<file path="src/rtl/bfo_pkg.sv">
package bfo_pkg;

  // ----------------------------------------------------------------
  // Widths
  // ----------------------------------------------------------------
  localparam int unsigned WORD_W = 14;
  localparam int unsigned ADDR_W = 7;
  localparam int unsigned BIT_W = 3;
  localparam int unsigned DATA_W = 8;
  localparam int unsigned PC_W = 13;

  // ----------------------------------------------------------------
  // Instruction word fields
  // ----------------------------------------------------------------
  localparam int unsigned CLASS_MSB = 13;
  localparam int unsigned CLASS_LSB = 12;
  localparam int unsigned SUB_MSB = 11;
  localparam int unsigned SUB_LSB = 10;
  localparam int unsigned BITPOS_MSB = 9;
  localparam int unsigned BITPOS_LSB = 7;
  localparam int unsigned ADDR_MSB = 6;
  localparam int unsigned ADDR_LSB = 0;

  localparam logic [1:0] CLASS_BITOP = 2'h1;
  localparam logic [1:0] SUB_CLEAR = 2'h0;
  localparam logic [1:0] SUB_SET = 2'h1;
  localparam logic [1:0] SUB_TEST_ZERO = 2'h2;

  // ----------------------------------------------------------------
  // Reset values and the bit mask base
  // ----------------------------------------------------------------
  localparam logic [PC_W-1:0] RESET_PC = 13'h0000;
  localparam logic [WORD_W-1:0] RESET_WORD = 14'h0000;
  localparam logic [DATA_W-1:0] BIT_ONE = 8'h01;

  typedef enum logic [2:0] {
    BFO_OP_NONE,
    BFO_OP_BIT_CLEAR,
    BFO_OP_BIT_SET,
    BFO_OP_TEST_ZERO,
    BFO_OP_OTHER
  } bfo_op_t;

endpackage : bfo_pkg

</file>
<file path="src/rtl/bfo_dec_if.sv">
`timescale 1ns/1ns
interface bfo_dec_if;
  logic [bfo_pkg::WORD_W-1:0] word;
  logic valid;
  bfo_pkg::bfo_op_t op;
  logic [bfo_pkg::ADDR_W-1:0] addr;
  logic [bfo_pkg::BIT_W-1:0] bitpos;

  modport core (output word, output valid, input op, input addr, input bitpos);
  modport dec (input word, input valid, output op, output addr, output bitpos);
endinterface : bfo_dec_if

</file>
<file path="src/rtl/bfo_core.sv">
`timescale 1ns/1ns
// What this block does
// - A test-skip-if-zero instruction skips the next instruction when the selected file bit reads zero.
// - The next program word is fetched while the current instruction executes.
// - A taken skip drops the prefetched word and runs a no-operation with no side effects instead.
// - A test-skip-if-zero whose skip is taken occupies two instruction cycles, the second a no-operation.
// - A test-skip-if-zero on a bit that is one takes one cycle and the prefetched instruction runs next.
// - Bit instructions carry a 7-bit file address (0 to 127) and a 3-bit bit position (0 to 7).
module bfo_core (
  // Clock and reset
  input wire logic ref_clk,
  input wire logic nrst,
  // Program memory
  output logic [bfo_pkg::PC_W-1:0] prog_addr,
  input wire logic [bfo_pkg::WORD_W-1:0] prog_word,
  // File register read
  output logic [bfo_pkg::ADDR_W-1:0] fr_raddr,
  input wire logic [bfo_pkg::DATA_W-1:0] fr_rdata,
  // File register write
  output logic fr_we,
  output logic [bfo_pkg::ADDR_W-1:0] fr_waddr,
  output logic [bfo_pkg::DATA_W-1:0] fr_wdata,
  // Hand-off of other instructions
  output logic other_valid,
  output logic [bfo_pkg::WORD_W-1:0] other_word,
  // Status
  output logic skip_taken,
  output logic nop_exec
);

  typedef struct packed {
    logic [bfo_pkg::PC_W-1:0] pc;
    logic [bfo_pkg::WORD_W-1:0] pre;
    logic pre_v;
    logic squash;
    logic we;
    logic [bfo_pkg::ADDR_W-1:0] waddr;
    logic [bfo_pkg::DATA_W-1:0] wdata;
    logic skip;
    logic nop;
  } bfo_state_t;

  bfo_state_t st_q;
  bfo_state_t st_d;

  logic exec_v;
  logic [bfo_pkg::DATA_W-1:0] eff_rdata;
  logic [bfo_pkg::DATA_W-1:0] bit_mask;
  logic [bfo_pkg::DATA_W-1:0] clr_val;
  logic [bfo_pkg::DATA_W-1:0] set_val;
  logic bit_val;
  logic is_clr;
  logic is_set;
  logic is_tst;

  bfo_dec_if dif ();

  bfo_decode i_bfo_decode (
    .d(dif)
  );

  // ------------------------------------------------------------------
  // Execute stage
  // ------------------------------------------------------------------
  // A squashed slot never reaches the decoder as a live word
  assign exec_v = st_q.pre_v & ~st_q.squash;
  assign dif.word = st_q.pre;
  assign dif.valid = exec_v;

  assign is_clr = dif.op == bfo_pkg::BFO_OP_BIT_CLEAR;
  assign is_set = dif.op == bfo_pkg::BFO_OP_BIT_SET;
  assign is_tst = dif.op == bfo_pkg::BFO_OP_TEST_ZERO;

  // Forward the pending write; the file sees it one cycle late
  assign eff_rdata = (st_q.we && st_q.waddr == dif.addr) ? st_q.wdata : fr_rdata;
  assign bit_mask = bfo_pkg::BIT_ONE << dif.bitpos;
  assign bit_val = |(eff_rdata & bit_mask);
  assign clr_val = eff_rdata & ~bit_mask;
  assign set_val = eff_rdata | bit_mask;

  always_comb begin
    st_d = st_q;
    // Prefetch runs every cycle, even under a skip
    st_d.pc = st_q.pc + 13'h0001;
    st_d.pre = prog_word;
    st_d.pre_v = 1'b1;
    st_d.squash = 1'b0;
    st_d.we = 1'b0;
    st_d.skip = 1'b0;
    // Nop flag rides with the skip, so both mark the dropped slot
    st_d.nop = 1'b0;
    if (is_clr) begin
      st_d.we = 1'b1;
      st_d.waddr = dif.addr;
      st_d.wdata = clr_val;
    end else if (is_set) begin
      st_d.we = 1'b1;
      st_d.waddr = dif.addr;
      st_d.wdata = set_val;
    end else if (is_tst && !bit_val) begin
      st_d.squash = 1'b1;
      st_d.skip = 1'b1;
      st_d.nop = 1'b1;
    end
  end

  always_ff @(posedge ref_clk or negedge nrst) begin
    if (!nrst) begin
      st_q <= '{pc: bfo_pkg::RESET_PC, pre: bfo_pkg::RESET_WORD, waddr: '0, wdata: '0, default: 1'b0};
    end else begin
      st_q <= st_d;
    end
  end

  // ------------------------------------------------------------------
  // Outputs
  // ------------------------------------------------------------------
  assign prog_addr = st_q.pc;
  assign fr_raddr = dif.addr;
  assign fr_we = st_q.we;
  assign fr_waddr = st_q.waddr;
  assign fr_wdata = st_q.wdata;
  assign other_valid = dif.op == bfo_pkg::BFO_OP_OTHER;
  assign other_word = st_q.pre;
  assign skip_taken = st_q.skip;
  assign nop_exec = st_q.nop;
endmodule : bfo_core

</file>
<file path="src/rtl/bfo_decode.sv">
`timescale 1ns/1ns
module bfo_decode (
  // Decode path
  bfo_dec_if.dec d
);

  always_comb begin
    d.addr = d.word[bfo_pkg::ADDR_MSB:bfo_pkg::ADDR_LSB];
    d.bitpos = d.word[bfo_pkg::BITPOS_MSB:bfo_pkg::BITPOS_LSB];
    d.op = bfo_pkg::BFO_OP_OTHER;
    if (!d.valid) begin
      d.op = bfo_pkg::BFO_OP_NONE;
    end else if (d.word[bfo_pkg::CLASS_MSB:bfo_pkg::CLASS_LSB] == bfo_pkg::CLASS_BITOP) begin
      // Skip-if-set falls to the default and is handed off as an other instruction
      unique case (d.word[bfo_pkg::SUB_MSB:bfo_pkg::SUB_LSB])
        bfo_pkg::SUB_CLEAR: d.op = bfo_pkg::BFO_OP_BIT_CLEAR;
        bfo_pkg::SUB_SET: d.op = bfo_pkg::BFO_OP_BIT_SET;
        bfo_pkg::SUB_TEST_ZERO: d.op = bfo_pkg::BFO_OP_TEST_ZERO;
        default: d.op = bfo_pkg::BFO_OP_OTHER;
      endcase
    end
  end

endmodule : bfo_decode

</file>
<file path="config.mk">
export PLATFORM = sky130hd
export DESIGN_NAME = bfo_core
export DESIGN_NICKNAME = d
export VERILOG_FILES = /design/src/rtl/bfo_pkg.sv /design/src/rtl/bfo_dec_if.sv /design/src/rtl/bfo_core.sv /design/src/rtl/bfo_decode.sv
export SDC_FILE = /design/constraint.sdc
export NUM_CORES = 1
export LEC_CHECK = 0
export BUFFER_PORTS_ARGS = -buffer_cell sky130_fd_sc_hd__buf_2
export CORE_MARGIN = 2
export CORE_UTILIZATION = 51
export DETAILED_ROUTE_END_ITERATION = 16
export HOLD_SLACK_MARGIN = 0.1
export MAX_ROUTING_LAYER = met4
export PLACE_DENSITY = 0.87
export SYNTH_ARGS = -nofsm -noshare
export SYNTH_HDL_FRONTEND = slang
export SYNTH_SLANG_ARGS = --single-unit
</file>
<file path="constraint.sdc">
create_clock -name ref_clk -period 2.3 [get_ports ref_clk]
set_clock_uncertainty 0.15 [all_clocks]
set_input_delay 0.115 -clock ref_clk [delete_from_list [all_inputs] [get_ports ref_clk]]
set_output_delay 0.115 -clock ref_clk [all_outputs]
set_load 0.01 [all_outputs]
</file>
==> results.ini, run 1 <==
[status]
outcome=finished clean

[timing]
drv_slew=0
finalCriticalPeriod_ns=2.174
setup_violations=0
slew_headroom_pct=56.33
setup_tns_ns=0
fin_hold_ws_ns=0.2126
fmax_mhz=459.9
final-hold-violation-count=0
grt_setup_unrepaired=false
worstMarginPinSlew_ns=0.6550
fin_crit_sh_pct=94.54

[floorplanning]
dieArea_um2=5237
ioPinCount=77
die_h_um=72.37
core_area_um2=4414
start_util_pct=54.00
die_x_um=72.37
core.rowCount=24

[place]
placed_cells=304
place_area_um2=2466
portBuffers=76
place_congestion=0.8746
dpl.hpwl_um=3402

[pwr]
switchingPower_uw=569.2
power.total_mw=1.945
p_comb_share_pct=22.1
p_int_mw=1.376
power.density_nw_per_um2=693.3
netSwitchingFraction_pct=29.27
p_leak_nw=1.371
clkPwrFrac_pct=27.2
seqPwrFrac_pct=50.6
ir_worst_vdd_uv=501.7

[detailed_routing]
drt_iter0_drc=117
vias_per_cell=5.116
wire_per_inst_um=13.95
wl_um=4688
drc=0
drtPass1Iterations=4
ant_nets=0
vias=1719

[clock_tree]
cts_tree=built
cts.reportedPaths.clkPinSlew_ns=0.09
clock-sinks=45
cts_root_buf=clkbuf_8
htreeDepth=2
numCtsBuffers=5
clockBufferDepth=2
clk_latency_ns=0.31

[logic_synthesis]
synth_seq_cells=45
syn_nets=254
synth-seq-area-share_pct=47.24
ys.flop_type=dfrtp_1
yosysTopAreaCellShare_pct=47.24
synth_edf_count=0
synthesis.area_um2=2384
ys_warn_count=0
yosys-top-cells-area=dfrtp_1 (47%), buf_4 (16%), xnor2_1 (6.2%), mux2_2 (3.8%), nand2_1 (3.3%)
synth_most_common_cell=buf_4
synth.distinct_cells=35
synth_commonest_cells=buf_4 (50), dfrtp_1 (45), nand2_1 (21)
yosys.area.top_type=dfrtp_1
syn_area_per_cell_um2=10.55
syn_inst=226
async_reset_ff_share_pct=100.0

[cells_and_area]
synthToLayoutAreaGrowth_pct=17.69
drive_gt1_share_pct=35.56
final.fill_count=363
fin_nets=311
stdcell_area_um2=2805
layout.cells.non_filler=336
diodes=0

[global_routing]
antenna_found_initial=0
grt-ovfl-total=0
grt_pass1_wl_um=7638
grtUsageTotal_pct=19.95
grt_max_degree=30
grt_pass1_vias=1649

[flow_run]
max-cap-violations=0

[critical_path]
criticalPathCategory=flip-flop to flip-flop
crit_path_start_kind=flip-flop
worstPathArrival_ns=2.23
end_kind=flip-flop
worstPathRequired_ns=2.36
crit_fanout=4

[min_path]
hold_path.class=input pin to async pin

-- registers in the layout, indices dropped and copies added (netlist names) --
signal      count
fr_waddr        7
fr_wdata        8
fr_we           1
nop_exec        1
other_word     14
prog_addr      13
st_q            1
-- layout by cell type, fill, tap and decap left out, drive strengths merged --
cell and n:
a31oi 2, o22ai 5, nor3b 2, nand3b 1
a2111oi 2, clkinv 1, clkinvlp 1, and2 2
xor2 2, dlygate4sd3 23, o221ai 1, nand2b 1
and3 6, clkbuf 6, nor2 4, nand3 7
a22o 4, buf 81, o22a 4, mux2 8
nor2b 4, o31a 1, inv 9, mux4 1
nand4 2, ha 4, nor4b 1, conb 1
xnor2 17, a21oi 7, nor3 5, dfrtp 45
mux2i 2, nand2 21, or3b 1
-- power by group through the flow --
stage | clock, mW | sequential, mW | combinational [mW]
6_report | 0.529 | 0.985 | 0.431
5_1_grt | 0.571 | 1.00 | 0.471
4_1_cts | 0.544 | 0.984 | 0.434
3_5_place_dp | 0 | 1.00 | 0.403
3_3_place_gp | 0 | 0.993 | 0.396
2_1_floorplan | 0 | 0.978 | 0.381
-- metrics by stage --
stage | setup WS (ns) | util (%)
CTS | 0.04751 | 63.32
global placement | 0.1328 | 55.87
detailed placement | 0.06963 | 55.87
floorplan | 0.1970 | -
finish | 0.1257 | 63.55
global route | 0.01334 | 63.55
-- repair_timing --
item,in CTS,in global routing
buffers inserted,0,1
gates resized for setup,0,1
endpoints found under the setup margin,0,1
hold buffers,23,0
hold endpoints to repair,51,0
-- logic make-up (layout without fill, tap and decap cells) --
kind of cell	Yosys count	in the layout	share of synthesized area, %
buffers and inverters	63	121	17.90
and+or+nand+nor	57	57	12.07
DFF	45	45	47.24
AOI/OAI and AO/OA	26	26	7.978
xor gates and xnor gates	19	19	6.982
muxes	11	11	5.564
adders and majority gates	4	4	2.100
other	1	1	0.1573
-- critical path, stage by stage, from the launching register on --
cell       delay, ns
dfrtp_1         0.41
xnor2_1         0.17
nand4_1         0.16
nor2_2          0.19
mux4_2          0.51
and2_1          0.17
a2111oi_2       0.32
-- cell type report --
cell class | instances | area [um^2] | area share (%)
tap | 52 | 65.06 | 2.319
clock buffer | 6 | 82.58 | 2.944
sequential | 45 | 1126 | 40.14
inverter | 9 | 33.78 | 1.204
multi-input combinational | 118 | 833.3 | 29.71
clock inverter | 2 | 16.27 | 0.5798
timing repair buffer | 104 | 648.1 | 23.10
-- per-layer routing --
layer | track usage [%] | share of wire [%] | vias up
li1 | - | - | 827
met3 | 5.972 | 6.8 | 8
met2 | 33.64 | 51 | 57
met5 | - | 0 | -
met1 | 22.18 | 40 | 827
met4 | 7.757 | 1.6 | 0
-- path summary, 6_finish.rpt --
path | end | slack, ns | startpoint | cells after the start
hold / removal | fr_wdata[7] | 0.21 | nrst | 2
min in group ref_clk | other_word[0] | 0.29 | prog_word[0] | 2
setup / recovery | nop_exec | 0.13 | other_word[3] | 6
max in group asynchronous | prog_addr[11] | 1.11 | nrst | 3
hold reg to reg | prog_addr[12] | 0.33 | prog_addr[12] | 1
setup reg to reg | nop_exec | 0.13 | other_word[3] | 6
(Power assumes the default switching activity.)
==> inputs of run 2 (changes only) <==
CORE_MARGIN = default   (was 2)
MAX_ROUTING_LAYER = default   (was met4)
==> results.ini, run 2 (synthesized netlist as in run 1, its figures left out) <==
[detailed_routing]
vias=1698  ; -1.2%
wl_um=4571  ; -2.5%
drt_iter0_drc=83  ; -29%
drc=0  ; unchanged
wire_per_inst_um=13.64  ; -2.2%
vias_per_cell=5.069  ; -0.93%
drtPass1Iterations=4  ; unchanged
ant_nets=0  ; unchanged

[critical_path]
critPathSlowestCell=mux4_2
rrSetupSlack_ns=0.13  ; about the same
crit_fanout=4  ; unchanged
crit_path_start_kind=flip-flop
timing.rr.start=other_word[5]
criticalPathCategory=flip-flop to flip-flop
worstPathRequired_ns=2.34  ; -0.02 ns
worstReg2RegEnd=nop_exec
crit_chain=xnor2_1 -> nand4_1 -> nor2_2 -> mux4_2 -> and2_1 -> a2111oi_2
critPathMaxStageDelay_ns=0.51  ; about the same
end_kind=flip-flop
worstPathArrival_ns=2.21  ; -0.02 ns
reg2regPathDepth=6  ; unchanged

[global_routing]
grt-ovfl-total=0  ; unchanged
grt_max_degree=46  ; +53%
grt_pass1_vias=1667  ; +1.1%
grt_pass1_wl_um=7514  ; -1.6%
grtUsageTotal_pct=19.38  ; -0.58 points
antenna_found_initial=0  ; unchanged

[timing]
slew_headroom_pct=62.16  ; +5.8 points
drv_slew=0  ; unchanged
worstMarginPinSlew_ns=0.5676  ; -0.08739 ns
fin_crit_sh_pct=94.35  ; -0.19 points
finalCriticalPeriod_ns=2.170  ; -0.004345 ns
setup_ws_ns=0.1300  ; +0.004345 ns
setup_violations=0  ; unchanged
fin_hold_ws_ns=0.1169  ; -0.09573 ns
final-hold-violation-count=0  ; unchanged
fmax_mhz=460.8  ; +0.20%

[min_path]
hold_end=fr_wdata[3]
min_path_cells=4
hold_path.class=input pin to flip-flop
worstHoldStart=fr_rdata[3]

[floorplanning]
die_x_um=70.37  ; -2.8%
start_util_pct=54.00  ; unchanged
ioPinCount=77  ; unchanged
core.rowCount=24  ; unchanged
dieArea_um2=4951  ; -5.5%
die_h_um=70.37  ; -2.8%
core_area_um2=4414  ; unchanged

[clock_tree]
cts_tree=built
clk_latency_ns=0.29  ; -0.02 ns
htreeDepth=2  ; unchanged
cts_root_buf=clkbuf_8
clock-sinks=45  ; unchanged
numCtsBuffers=5  ; unchanged
cts.reportedPaths.clkPinSlew_ns=0.09  ; about the same
clockBufferDepth=2  ; unchanged

[pwr]
switchingPower_uw=567.3  ; -0.34%
clkPwrFrac_pct=25.4  ; -1.8 points
power.density_nw_per_um2=684.7  ; -1.2%
ir_worst_vdd_uv=393.9  ; -21%
p_leak_nw=1.369  ; -0.14%
seqPwrFrac_pct=51.8  ; +1.2 points
p_comb_share_pct=22.8  ; +0.7 points
netSwitchingFraction_pct=29.72  ; +0.45 points
p_int_mw=1.341  ; -2.5%

[cells_and_area]
final_cell_mix=buf_2 (76), dfrtp_1 (45), nand2_1 (21), dlygate4sd3_1 (21), xnor2_1 (16)
diodes=0  ; unchanged
drive_gt1_share_pct=36.40  ; +0.83 points
largest_reg_flops=14  ; unchanged
layout.cells.non_filler=335  ; -0.30%
multi_input_area_um2=840.8  ; +0.90%
post-route-util_pct=63.15  ; -0.40 points
synthToLayoutAreaGrowth_pct=16.96
final_common_cell=buf_2
final.fill_count=355  ; -2.2%
fin_nets=310  ; -0.32%
register_area_um2=1126  ; unchanged
stdcell_area_um2=2788  ; -0.62%

[place]
dpl.hpwl_um=3241  ; -4.7%
pre_cts_ws_ns=0.06515  ; -0.004480 ns
portBuffers=76  ; unchanged
place_area_um2=2474  ; +0.30%
placed_cells=305  ; +0.33%
place_congestion=0.8202  ; -6.2%

[flow_run]
max-cap-violations=0  ; unchanged

[status]
outcome=finished clean

## run 2: cell types whose count changed in the layout (fill, tap and decap cells not counted)
cell           delta
buf_4             +1
clkbuf_8          -1
clkinv_2          +2
dlygate4sd3_1     -2
inv_6             -1
xnor2_1           -1
xnor2_2           +1
## run 2: metrics by stage
| step | TNS [ns] | power [mW] |
|---|---|---|
| 2_1_floorplan | 0 | 1.359 |
| 4_1_cts | 0 | 1.920 |
| 5_1_grt | -0.004277 | 2.009 |
| 3_3_place_gp | 0 | 1.390 |
| 3_5_place_dp | 0 | 1.407 |
| 6_report | 0 | 1.909 |
## run 2: repair_timing
action,4_1_cts,5_1_grt
gates resized for setup,0,2
hold buffers,21,0
buffers inserted,0,1
endpoints found under the setup margin,0,1
endpoints found under the hold margin,65,0
## run 2: final cells by class
cell class / count / area share [%]
flip-flops and latches: 45 / 40.40
multi-input cells: 118 / 30.16
repair buffers: 103 / 22.80
clock buffers: 5 / 2.469
well taps: 52 / 2.334
inverters: 9 / 1.212
clock inverters: 3 / 0.6284
## run 2: how the worst max path moves through the flow
stage | slack [ns] | endpoint | startpoint | cells past startpoint
floorplan | 0.20 | nop_exec | other_word[5] | 6
global placement | 0.14 | nop_exec | other_word[1] | 6
detailed placement | 0.07 | nop_exec | other_word[1] | 6
CTS | 0.05 | nop_exec | other_word[1] | 6
global route | -0.004 | nop_exec | other_word[0] | 6
finish | 0.13 | nop_exec | other_word[5] | 6
## run 2: worst max-delay path, delay by kind of cell (launching register included)
kind	cells	cell delay (ns)
AO/OA/AOI/OAI	1	0.32
multiplexers	1	0.51
flip-flops	1	0.42
XOR/XNOR	1	0.17
AND/OR/NAND/NOR	3	0.50
## run 2: per-layer routing
layer / up-vias / routed length [um] / share of wire [%] / track usage [%]
li1: 825 / - / - / -
met1: 815 / 1923 / 42 / 22.68
met2: 52 / 2372 / 52 / 34.07
met3: 6 / 237 / 5.2 / 5.483
met4: 0 / 37 / 0.81 / 6.000
met5: - / 0 / 0 / 0
## run 2: power by group through the flow
stage | Clock (mW) | Sequential (mW) | Combinational (mW)
3_3_place_gp | 0 | 0.991 | 0.399
4_1_cts | 0.500 | 0.985 | 0.435
6_report | 0.485 | 0.988 | 0.436
5_1_grt | 0.531 | 1.00 | 0.477
2_1_floorplan | 0 | 0.978 | 0.381
3_5_place_dp | 0 | 1.00 | 0.406
==> inputs of run 3 (changes only) <==
ABC_AREA = 1   (was default)
GPL_ROUTABILITY_DRIVEN = 0   (was default)
==> results.ini, run 3 <==
[pwr]
p_leak_nw=1.583  ; +16%
power.total_mw=1.894  ; -0.77%
power.density_nw_per_um2=649.4  ; -5.2%
ir_worst_vdd_uv=312.2  ; -21%

[timing]
grt_setup_unrepaired=false
final-hold-violation-count=0  ; unchanged
fin_crit_sh_pct=82.91  ; -11 points
fmax_mhz=524.4  ; +14%
finalCriticalPeriod_ns=1.907  ; -0.2631 ns
setup_ws_ns=0.3931  ; +0.2631 ns
setup_tns_ns=0  ; unchanged
setup_violations=0  ; unchanged
drv_slew=0  ; unchanged

[cells_and_area]
post-route-util_pct=62.16  ; -0.99 points
drive_gt1_share_pct=29.18  ; -7.2 points
diodes=0  ; unchanged
synthToLayoutAreaGrowth_pct=17.25
layout.cells.non_filler=407  ; +21%
final_common_cell=buf_2
final_cell_mix=buf_2 (76), nand2_1 (49), dfrtp_1 (45), inv_1 (40), dlygate4sd3_1 (24)
final.fill_count=391  ; +10%
fin_nets=380  ; +23%
largest_reg_flops=14  ; unchanged

[detailed_routing]
vias_per_cell=4.818  ; -4.9%
wire_per_inst_um=11.77  ; -14%
vias=1961  ; +15%
wl_um=4791  ; +4.8%
ant_nets=0  ; unchanged
drt_iter0_drc=98  ; +18%
drtPass1Iterations=4  ; unchanged
drc=0  ; unchanged

[clock_tree]
holdBufCountCts=24  ; +14%
cts_resized=0  ; unchanged
clk_latency_ns=0.30  ; about the same
cts.reportedPaths.clkPinSlew_ns=0.08  ; about the same
cts_tree=built
clockBufferDepth=2  ; unchanged
clock-sinks=45  ; unchanged
htreeDepth=2  ; unchanged
cts_root_buf=clkbuf_8
post-cts-setup-buffer-count=0  ; unchanged
numCtsBuffers=5  ; unchanged

[place]
portBuffers=76  ; unchanged
placed_cells=375  ; +23%
pre_cts_ws_ns=0.3922  ; +0.3271 ns
dpl.hpwl_um=3445  ; +6.3%

[floorplanning]
ioPinCount=77  ; unchanged
die_x_um=71.84  ; +2.1%
core_area_um2=4692  ; +6.3%
dieArea_um2=5160  ; +4.2%
die_h_um=71.84  ; +2.1%
start_util_pct=53.01  ; -0.98 points
core.rowCount=25  ; +4.2%

[critical_path]
crit_path_start_kind=flip-flop
reg2regPathDepth=9  ; +3
end_kind=flip-flop
setup.worst_path.end=prog_addr[12]
worstPathRequired_ns=2.34  ; about the same
crit_fanout=4  ; unchanged
rrSetupSlack_ns=0.39  ; +0.26 ns
worstReg2RegEnd=prog_addr[12]
criticalPathCategory=flip-flop to flip-flop
startpoint=prog_addr[0]
timing.rr.start=prog_addr[0]
worstPathArrival_ns=1.94  ; -0.27 ns

[global_routing]
grt-ovfl-total=0  ; unchanged
grt_pass1_vias=1948  ; +17%
grt_pass1_wl_um=7886  ; +5.0%
grtUsageTotal_pct=19.90  ; +0.52 points
grt_max_degree=24  ; -48%
antenna_found_initial=0  ; unchanged

[logic_synthesis]
yosysTopAreaCellShare_pct=45.27  ; -2.0 points
synth_commonest_cells=buf_4 (50), nand2_1 (49), dfrtp_1 (45)
ys_warn_count=0  ; unchanged
yosys.area.top_type=dfrtp_1
synth_seq_cells=45  ; unchanged
synth.distinct_cells=27  ; -23%
syn_inst=290  ; +28%
synth_most_common_cell=buf_4
synth-seq-area-share_pct=45.27  ; -2.0 points
synth_edf_count=0  ; unchanged
syn_area_per_cell_um2=8.577  ; -19%
synthesis.area_um2=2487  ; +4.4%
syn_nets=318  ; +25%
async_reset_ff_share_pct=100.0  ; unchanged
yosys-top-cells-area=dfrtp_1 (45%), buf_4 (15%), nand2_1 (7.4%), inv_1 (6.0%), nor2_1 (3.3%)
ys.flop_type=dfrtp_1

[flow_run]
max-cap-violations=0  ; unchanged

[status]
outcome=finished clean

[min_path]
hold_path.class=input pin to async pin

## run 3: cell count changes in the layout (fill, tap and decap cells not counted), moves of 5 or more
cell / change
xor2_1: +6
nor3_1: +7
xnor2_1: -11
nor2_1: +19
inv_1: +32
o21ai_2: +5
nand2_1: +28
o21ai_0: +7
and3_1: -6
mux2_2: -8
nand3_1: +8
## run 3: routing by layer
metal | wire, um | vias to the layer above | track usage (%)
li1 | - | 975 | -
met1 | 2046 | 920 | 21.85
met2 | 2420 | 60 | 35.53
met3 | 262 | 6 | 6.188
met4 | 61 | 0 | 8.279
met5 | 0 | - | 0
## run 3: layout make-up
type	count	area (um^2)	area share, %
Inverter	43	161.4	5.534
Tap cell	54	67.56	2.317
Clock buffer	8	80.08	2.746
Multi-Input combinational cell	150	808.3	27.71
Sequential cell	45	1126	38.61
Timing Repair Buffer	107	673.1	23.08
## run 3: cells by family after synthesis
logic type	count (synthesis)	synth area share, %
simple gates	106	19.12
buf+inv	95	22.23
flops	45	45.27
compound gates	26	6.640
xor+xnor	13	4.577
fa+ha+maj	4	2.012
other cells	1	0.1508
## run 3: how the worst min path moves through the flow
stage	end	slack [ns]	cells after the start	from
after floorplan	fr_waddr[0]	-0.33	0	nrst
after global placement	other_word[13]	-0.23	1	nrst
after detailed placement	other_word[13]	-0.23	1	nrst
after CTS	fr_we	0.19	3	nrst
after global routing	fr_wdata[4]	0.24	3	nrst
final	fr_wdata[4]	0.19	3	nrst
## run 3: where the power goes
group	total [mW]	internal [mW]	switching (mW)
combinational	0.457	0.208	0.249
sequential	0.963	0.888	0.0752
clock	0.474	0.216	0.258
## run 3: worst max-delay path, stage by stage (launching register included)
cell and delay (ns):
dfrtp_1 0.40, ha_1 0.20, nand2_1 0.06, nor2_1 0.15
nand3_1 0.13, nor3_1 0.25, nand3_1 0.16, nor2_1 0.11
nand2_1 0.07, xnor2_1 0.12
## run 3: per-stage QoR
| step | hold slack [ns] | cell area (um^2) |
|---|---|---|
| after floorplan | -0.3306 | 2487 |
| after global placement | -0.2320 | 2596 |
| after detailed placement | -0.2306 | 2596 |
| after CTS | 0.1910 | 2917 |
| after global routing | 0.2390 | 2917 |
| final | 0.1927 | 2917 |
